<file path="config.mk">
export PLATFORM = sky130hd
export DESIGN_NAME = ccsr_top
export DESIGN_NICKNAME = d
export VERILOG_FILES = /design/src/rtl/ccsr_pkg.sv /design/src/rtl/ccsr_top.sv
export VERILOG_INCLUDE_DIRS = /design/src /design/src/rtl
export SDC_FILE = /design/constraint.sdc
export NUM_CORES = 2
export LEC_CHECK = 0
export ABC_AREA = 0
export ABC_CLOCK_PERIOD_IN_PS = 3100
export BUFFER_PORTS_ARGS = -buffer_cell sky130_fd_sc_hd__buf_4
export CORE_ASPECT_RATIO = 0.5
export CORE_MARGIN = 2
export CORE_UTILIZATION = 45
export DETAILED_ROUTE_END_ITERATION = 10
export PLACE_DENSITY = 0.6
export SLEW_MARGIN = 20
export SYNTH_ARGS = -nofsm -noshare
export SYNTH_HDL_FRONTEND = slang
export SYNTH_SLANG_ARGS = --single-unit
</file>
<file path="constraint.sdc">
create_clock -name pclk -period 3.1 [get_ports pclk]
set_input_delay 0.775 -clock pclk [delete_from_list [all_inputs] [get_ports pclk]]
set_output_delay 0.775 -clock pclk [all_outputs]
set_load 0.1 [all_outputs]
</file>
<file path="src/rtl/ccsr_regs.svh">
// Register indices, field positions, reset values and sizes
`ifndef CCSR_REGS_SVH
`define CCSR_REGS_SVH
`define CCSR_IDX_SP      8'h81
`define CCSR_IDX_POINTER0_LOW_BYTE    8'h82
`define CCSR_IDX_POINTER0_HIGH_BYTE    8'h83
`define CCSR_IDX_POINTER1_LOW_BYTE    8'h84
`define CCSR_IDX_POINTER1_HIGH_BYTE    8'h85
`define CCSR_IDX_PAGE    8'h86
`define CCSR_IDX_AUX     8'h8E
`define CCSR_IDX_PSW     8'hD0
`define CCSR_IDX_ACC     8'hE0
`define CCSR_IDX_OPND    8'hF0
`define CCSR_RST_SP      8'h07
`define CCSR_RST_ZERO    8'h00
`define CCSR_PAGE_BASE   8'hF0
`define CCSR_PSW_CY      7
`define CCSR_PSW_AC      6
`define CCSR_PSW_F0      5
`define CCSR_PSW_RS1     4
`define CCSR_PSW_RS0     3
`define CCSR_PSW_OV      2
`define CCSR_PSW_F1      1
`define CCSR_AUX_UVEN    7
`define CCSR_AUX_UVF     6
`define CCSR_AUX_ITS     4
`define CCSR_AUX_BDBL    3
`define CCSR_AUX_BSRC    2
`define CCSR_AUX_DPS     1
`define CCSR_AUX_LOCK    0
`define CCSR_RST_ITS     1'b1
`define CCSR_RST_LOCK    1'b1
`define CCSR_XRAM_DEPTH  512
`endif

</file>
<file path="src/rtl/ccsr_pkg.sv">
// Types shared by the special register block and its users
package ccsr_pkg;
   // Core-side update requests: one-cycle strobes with their data, index and address-select fields
   typedef struct packed {
      logic        acc_we;
      logic [7:0]  acc_wdata;
      logic        opnd_we;
      logic [7:0]  opnd_wdata;
      logic        cy_we;
      logic        cy_val;
      logic        ac_we;
      logic        ac_val;
      logic        ov_we;
      logic        ov_val;
      logic        push;
      logic        pop;
      logic        dp_we;
      logic [15:0] dp_wdata;
      logic        dp_inc;
      logic        xr_we;
      logic        xr_re;
      logic        xr_use_dp;
      logic [7:0]  xr_ri;
      logic [7:0]  xr_wdata;
   } ccsr_core_op_t;
   // State presented to the core
   typedef struct packed {
      logic [7:0]  acc;
      logic [7:0]  opnd;
      logic [7:0]  processor_status_word;
      logic [7:0]  sp;
      logic [15:0] data_pointer_pair;
      logic [7:0]  bank_base;
      logic [7:0]  xr_rdata;
      logic        timing_2t;
      logic        uv_enable;
      logic        baud_double;
      logic        baud_source;
   } ccsr_view_t;
endpackage

</file>
<file path="src/rtl/ccsr_top.sv">
// Core special registers with APB access
`timescale 1ns/1ps
`include "ccsr_regs.svh"
module ccsr_top (
   input  wire logic                   pclk,
   input  wire logic                   presetn,
   input  wire logic                   psel,
   input  wire logic                   penable,
   input  wire logic                   pwrite,
   input  wire logic [11:0]            paddr,
   input  wire logic [31:0]            pwdata,
   output logic      [31:0]            prdata,
   output logic                        pready,
   output logic                        pslverr,
   input  wire ccsr_pkg::ccsr_core_op_t core_op,
   input  wire logic                   undervolt_in,
   input  wire logic                   code_lock_in,
   output ccsr_pkg::ccsr_view_t        core_view
);

   // Odd count of ones gives one
   function automatic logic odd_ones(input logic [7:0] v);
      odd_ones = ^v;
   endfunction

   // Register index decode from a byte address
   function automatic logic idx_is(input logic [11:0] a,
                                   input logic [7:0]  idx);
      idx_is = (a[11:10] == 2'h0) && (a[9:2] == idx)
               && (a[1:0] == 2'h0);
   endfunction

   logic [7:0]  acc_reg;
   logic [7:0]  opnd_reg;
   logic        cy_reg;
   logic        ac_reg;
   logic        f0_reg;
   logic [1:0]  bank_reg;
   logic        ov_reg;
   logic        f1_reg;
   logic [7:0]  sp_reg;
   logic [15:0] dp0_reg;
   logic [15:0] dp1_reg;
   logic        page_reg;
   logic        uven_reg;
   logic        uvf_reg;
   logic        its_reg;
   logic        bdbl_reg;
   logic        bsrc_reg;
   logic        dps_reg;
   logic        lock_reg;
   logic [7:0]  xr_rdata_reg;
   logic [31:0] prdata_reg;
   logic        perr_reg;
   logic [7:0]  psw_view;
   logic [7:0]  aux_view;
   logic [7:0]  rd_byte;
   logic        rd_hit;
   logic        wr;
   logic [7:0]  wb;
   logic [15:0] dp_act;
   logic [8:0]  xr_addr;
   logic [7:0]  xram_mem [`CCSR_XRAM_DEPTH];

   // Write strobe at the completing access edge
   assign wr = psel & penable & pwrite;
   assign wb = pwdata[7:0];

   // Accumulator: core result has priority over a software write
   always_ff @(posedge pclk or negedge presetn) begin
      if (!presetn) begin
         acc_reg <= `CCSR_RST_ZERO;
      end else if (core_op.acc_we) begin
         acc_reg <= core_op.acc_wdata;
      end else if (wr && idx_is(paddr, `CCSR_IDX_ACC)) begin
         acc_reg <= wb;
      end
   end

   // Operand register for multiply and divide
   always_ff @(posedge pclk or negedge presetn) begin
      if (!presetn) begin
         opnd_reg <= `CCSR_RST_ZERO;
      end else if (core_op.opnd_we) begin
         opnd_reg <= core_op.opnd_wdata;
      end else if (wr && idx_is(paddr, `CCSR_IDX_OPND)) begin
         opnd_reg <= wb;
      end
   end

   // Arithmetic flags: core updates win over software
   always_ff @(posedge pclk or negedge presetn) begin
      if (!presetn) begin
         cy_reg <= 1'b0;
         ac_reg <= 1'b0;
         ov_reg <= 1'b0;
      end else begin
         if (core_op.cy_we) begin
            cy_reg <= core_op.cy_val;
         end else if (wr && idx_is(paddr, `CCSR_IDX_PSW)) begin
            cy_reg <= wb[`CCSR_PSW_CY];
         end
         if (core_op.ac_we) begin
            ac_reg <= core_op.ac_val;
         end else if (wr && idx_is(paddr, `CCSR_IDX_PSW)) begin
            ac_reg <= wb[`CCSR_PSW_AC];
         end
         if (core_op.ov_we) begin
            ov_reg <= core_op.ov_val;
         end else if (wr && idx_is(paddr, `CCSR_IDX_PSW)) begin
            ov_reg <= wb[`CCSR_PSW_OV];
         end
      end
   end

   // User flags and bank select; parity bit is not stored
   always_ff @(posedge pclk or negedge presetn) begin
      if (!presetn) begin
         f0_reg   <= 1'b0;
         f1_reg   <= 1'b0;
         bank_reg <= 2'h0;
      end else if (wr && idx_is(paddr, `CCSR_IDX_PSW)) begin
         f0_reg   <= wb[`CCSR_PSW_F0];
         f1_reg   <= wb[`CCSR_PSW_F1];
         bank_reg <= wb[`CCSR_PSW_RS1:`CCSR_PSW_RS0];
      end
   end

   // Status word as read; parity follows the accumulator
   assign psw_view = {cy_reg, ac_reg, f0_reg, bank_reg,
                      ov_reg, f1_reg, odd_ones(acc_reg)};

   // Stack pointer: push pre-increments, pop post-decrements
   always_ff @(posedge pclk or negedge presetn) begin
      if (!presetn) begin
         sp_reg <= `CCSR_RST_SP;
      end else if (core_op.push) begin
         sp_reg <= sp_reg + 8'h01;
      end else if (core_op.pop) begin
         sp_reg <= sp_reg - 8'h01;
      end else if (wr && idx_is(paddr, `CCSR_IDX_SP)) begin
         sp_reg <= wb;
      end
   end

   // Pointer pairs: core ops touch only the selected pair
   always_ff @(posedge pclk or negedge presetn) begin
      if (!presetn) begin
         dp0_reg <= 16'h0000;
         dp1_reg <= 16'h0000;
      end else begin
         if (!dps_reg && core_op.dp_we) begin
            dp0_reg <= core_op.dp_wdata;
         end else if (!dps_reg && core_op.dp_inc) begin
            dp0_reg <= dp0_reg + 16'h0001;
         end else if (wr && idx_is(paddr, `CCSR_IDX_POINTER0_LOW_BYTE)) begin
            dp0_reg[7:0] <= wb;
         end else if (wr && idx_is(paddr, `CCSR_IDX_POINTER0_HIGH_BYTE)) begin
            dp0_reg[15:8] <= wb;
         end
         if (dps_reg && core_op.dp_we) begin
            dp1_reg <= core_op.dp_wdata;
         end else if (dps_reg && core_op.dp_inc) begin
            dp1_reg <= dp1_reg + 16'h0001;
         end else if (wr && idx_is(paddr, `CCSR_IDX_POINTER1_LOW_BYTE)) begin
            dp1_reg[7:0] <= wb;
         end else if (wr && idx_is(paddr, `CCSR_IDX_POINTER1_HIGH_BYTE)) begin
            dp1_reg[15:8] <= wb;
         end
      end
   end

   // Active pointer chosen by the select bit
   assign dp_act = dps_reg ? dp1_reg : dp0_reg;

   // Page register keeps only the page bit, so it reads F0H/F1H
   always_ff @(posedge pclk or negedge presetn) begin
      if (!presetn) begin
         page_reg <= 1'b0;
      end else if (wr && idx_is(paddr, `CCSR_IDX_PAGE)) begin
         page_reg <= wb[0];
      end
   end

   // Writable control bits of the miscellaneous register
   always_ff @(posedge pclk or negedge presetn) begin
      if (!presetn) begin
         uven_reg <= 1'b0;
         its_reg  <= `CCSR_RST_ITS;
         bdbl_reg <= 1'b0;
         bsrc_reg <= 1'b0;
         dps_reg  <= 1'b0;
      end else if (wr && idx_is(paddr, `CCSR_IDX_AUX)) begin
         uven_reg <= wb[`CCSR_AUX_UVEN];
         its_reg  <= wb[`CCSR_AUX_ITS];
         bdbl_reg <= wb[`CCSR_AUX_BDBL];
         bsrc_reg <= wb[`CCSR_AUX_BSRC];
         dps_reg  <= wb[`CCSR_AUX_DPS];
      end
   end

   // Status bits follow their inputs, the undervolt flag only while enabled; writes never reach them
   always_ff @(posedge pclk or negedge presetn) begin
      if (!presetn) begin
         uvf_reg  <= 1'b0;
         lock_reg <= `CCSR_RST_LOCK;
      end else begin
         uvf_reg  <= undervolt_in & uven_reg;
         lock_reg <= code_lock_in;
      end
   end

   // Bit 5 reads zero
   assign aux_view = {uven_reg, uvf_reg, 1'b0, its_reg,
                      bdbl_reg, bsrc_reg, dps_reg, lock_reg};

   // Expanded RAM: pointer address or page plus 8-bit index
   assign xr_addr = core_op.xr_use_dp ? dp_act[8:0]
                                      : {page_reg, core_op.xr_ri};

   // Expanded RAM storage, reached only from the core port
   always_ff @(posedge pclk) begin
      if (core_op.xr_we) begin
         xram_mem[xr_addr] <= core_op.xr_wdata;
      end
   end

   // Expanded RAM read data, one cycle after the read strobe
   always_ff @(posedge pclk or negedge presetn) begin
      if (!presetn) begin
         xr_rdata_reg <= 8'h00;
      end else if (core_op.xr_re) begin
         xr_rdata_reg <= xram_mem[xr_addr];
      end
   end

   // Read decode
   always_comb begin
      rd_byte = 8'h00;
      rd_hit  = 1'b1;
      if (paddr[11:10] != 2'h0 || paddr[1:0] != 2'h0) begin
         rd_hit = 1'b0;
      end else begin
         case (paddr[9:2])
            `CCSR_IDX_SP:   rd_byte = sp_reg;
            `CCSR_IDX_POINTER0_LOW_BYTE: rd_byte = dp0_reg[7:0];
            `CCSR_IDX_POINTER0_HIGH_BYTE: rd_byte = dp0_reg[15:8];
            `CCSR_IDX_POINTER1_LOW_BYTE: rd_byte = dp1_reg[7:0];
            `CCSR_IDX_POINTER1_HIGH_BYTE: rd_byte = dp1_reg[15:8];
            `CCSR_IDX_PAGE: rd_byte = `CCSR_PAGE_BASE | {7'h00, page_reg};
            `CCSR_IDX_AUX:  rd_byte = aux_view;
            `CCSR_IDX_PSW:  rd_byte = psw_view;
            `CCSR_IDX_ACC:  rd_byte = acc_reg;
            `CCSR_IDX_OPND: rd_byte = opnd_reg;
            default:        rd_hit  = 1'b0;
         endcase
      end
   end

   // Read data and error captured in the setup cycle
   always_ff @(posedge pclk or negedge presetn) begin
      if (!presetn) begin
         prdata_reg <= 32'h0000_0000;
         perr_reg   <= 1'b0;
      end else if (psel && !penable) begin
         prdata_reg <= {24'h00_0000, rd_byte};
         perr_reg   <= ~rd_hit;
      end
   end

   // Zero wait states
   assign pready  = 1'b1;
   assign prdata  = prdata_reg;
   assign pslverr = perr_reg & psel & penable;

   // State offered to the core
   assign core_view.acc         = acc_reg;
   assign core_view.opnd        = opnd_reg;
   assign core_view.processor_status_word         = psw_view;
   assign core_view.sp          = sp_reg;
   assign core_view.data_pointer_pair        = dp_act;
   assign core_view.bank_base   = {3'h0, bank_reg, 3'h0};
   assign core_view.xr_rdata    = xr_rdata_reg;
   assign core_view.timing_2t   = its_reg;
   assign core_view.uv_enable   = uven_reg;
   assign core_view.baud_double = bdbl_reg;
   assign core_view.baud_source = bsrc_reg;

   logic sw_psw;
   logic sw_aux;
   assign sw_psw = wr && idx_is(paddr, `CCSR_IDX_PSW);
   assign sw_aux = wr && idx_is(paddr, `CCSR_IDX_AUX);
endmodule // ccsr_top

</file>
==> results.toml <==
[die]
ios = 216
die_area_sq_mm = 0.368
start_util_pct = 45.2
die_h_microns = 430
core-area_sq_mm = 0.361
die_x_microns = 856
num_rows = 156

[synth]
yosysSeqAreaShare_pct = 76.7
synth_largest_area_cell = "edfxtp_1"
muxShareOfSynthArea_pct = 13.0
synth.distinct_cells = 68
synth.avg_cell_area_sq_um = 19.5
syn_inst = 8367
ys_async_sr_fraction_pct = 2.10
synth_top_family_by_area = "multiplexers"
synth_warnings = 0
synth_seq_cells = 4184
synth_ff_type = "edfxtp_1"
synthTopCellsByArea = "edfxtp_1 (75%), mux4_2 (12%), a22oi_1 (2.4%)"
yosys.area_share.simple_pct = 3.05
yosysTopAreaCellShare_pct = 75.3
synth.cell_area_sq_mm = 0.163
synth_compound_area_share_pct = 5.35
synth_edf_count = 4096
synth_xor_area_share_pct = 0.0912
synth_fa_ha_area_share_pct = 0.0307

[setup_path]
worstSetupStartpointType = "flop"
crit_type = "flop to flop"
crit_required_ps = 3920
cp.arrival_ps = 5000
critPathCaptureType = "flop"
crit_fanout = 7

[grt]
grt_pass1_vias = 90300
grt-ovfl-total = 0
grt.total_usage_pct = 25.3
antenna_found_initial = 18
grt_pass1_wl_microns = 672000
grt_max_degree = 121

[timing]
setup_violations = 2783
drv_slew = 0
rsz0062_at_grt = "yes"
tightest_slew_ps = 1040
finalHoldViolations = 0
min_period_ps = 4180
timing.final.crit_share_pct = 135
clock_skew_ps = 53.7
max_freq_mhz = 239
relSlewSlack_pct = 30.5
setup_slack_ps = -1080

[clock_tree]
htree_levels = 5
clockBufferDepth = 4
clock_sinks = 4184
root_buffer = "clkbuf_16"
clk_latency_ps = 930
path_clk_slew_ps = 70
tritoncts = "yes"
numCtsBuffers = 377

[route]
num_vias = 92600
ant_nets = 0
wire_per_inst_microns = 31.1
first_pass_iters = 7
viasPerCell = 6.06
route.detailed.drc = 0
drtIter0Drc = 13200
wirelength_microns = 476000

[power_and_ir_drop]
ir_worst_vdd_mv = 0.451
power_leakage_nw = 66.6
p_per_area_mw_per_mm2 = 627
power_mw = 127

[finish]
final_layout_size_suffix_gt1_share_pct = 38.0
largest_reg_flops = 4096
nets = 10300
layout_common_cells = "edfxtp_1 (4,096), buf_4 (1,465), mux4_2 (895)"
layout_commonest_cell = "edfxtp_1"
stdcell_count = 15300
area_growth_pct = 24.0

[status]
outcome = "complete, but fails checks"
violations = "setup timing"

[flow_run]
cap_viol_max_count = 0

[place]
place_congestion = 0.916
placed_cells = 14400
hpwl_microns = 312000
port_buffers = 160

[hold_path]
hp-class = "primary input to flop"
cell families (layout without fill, tap and decap cells):
logic type	count (synthesis)	count (layout)
DFF	4184	4184
AOI/OAI and AO/OA	1338	1338
and+or+nand+nor	1211	1211
muxes	1000	1001
buffers and inverters	611	2677
xor gates and xnor gates	17	17
adders and majority gates	4	4
other	2	39
synth_stat cells (all sizes together) (24+ instances only):
cell	count
o22ai	26
o21ai	77
a221oi	46
a22oi	520
mux4	895
a211oi	38
and2	30
dfrtp	83
nor2	595
mux2	43
clkbuf	325
a32oi	24
buf	268
nand2	417
a21oi	503
nor4	64
edfxtp	4096
nand3	35
mux2i	62
worst max-delay path, stage by stage (launching register included):
cell and delay (ps):
dfrtp_1 400, buf_6 140, mux2_4 360, mux2_4 380, buf_4 170, buf_12 130, mux4_2 310, a22oi_2 210
a21oi_2 110, o21ai_2 220, o211ai_1 460, buf_4 320, or4_4 530, o32a_1 290
final cells by class:
cell class | count | area (sq um)
Fill cell | 27000 | 159000
Sequential cell | 4184 | 125000
Multi-Input combinational cell | 3602 | 38100
Timing Repair Buffer | 1986 | 20900
Clock buffer | 465 | 9910
Tap cell | 4819 | 6030
Clock inverter | 208 | 2270
Inverter | 18 | 67.6
Antenna cell | 8 | 20.0
power by group:
part           switching [mW]  internal, mW  total [mW]
clock network            21.0          26.5        47.5
registers               0.326          62.3        62.6
logic                    10.2          6.78        17.0
final timing paths:
check                       startpoint              end  slack, ps  depth (start not counted)
max                            dps_reg  xr_rdata_reg[0]      -1080                         13
max in group asynchronous      presetn  xr_rdata_reg[3]       1910                          3
min in group asynchronous      presetn        prdata[4]        430                          2
max reg2reg                    dps_reg  xr_rdata_reg[0]      -1080                         13
min                        core_op[52]      opnd_reg[7]         80                          3
min reg2reg                  prdata[7]        prdata[7]        490                          2
what timing repair did:
item / in CTS / in global routing
hold buffers: 16 / 0
pin swaps: 89 / 55
gates cloned: 17 / 10
endpoints found under the hold margin: 57 / 0
setup buffers: 71 / 63
gates resized for setup: 295 / 180
setup endpoints to repair: 4120 / 4109
per-layer routing:
layer	wire, microns	global-route usage [%]	up-vias
li1	-	-	38100
met1	201000	38.0	49100
met2	218000	39.0	4769
met3	45900	4.65	616
met4	11100	5.29	6
met5	46	0	-
stage by stage:
stage | setup WS (ps) | util (%) | area, sq um | hold slack [ps] | TNS [ps]
after floorplan | -550 | - | 164000 | 457 | -1266780
final | -1080 | 56.0 | 202000 | 83.7 | -230770
after detailed placement | -2860 | 51.5 | 186000 | 476 | -2446680
after global placement | -3070 | 51.5 | 186000 | 466 | -2347290
after global routing | -1050 | 56.0 | 202000 | 61.6 | -410070
after CTS | -884 | 55.6 | 201000 | 0.0125 | -751020
Power figures use the tool's default switching activity.
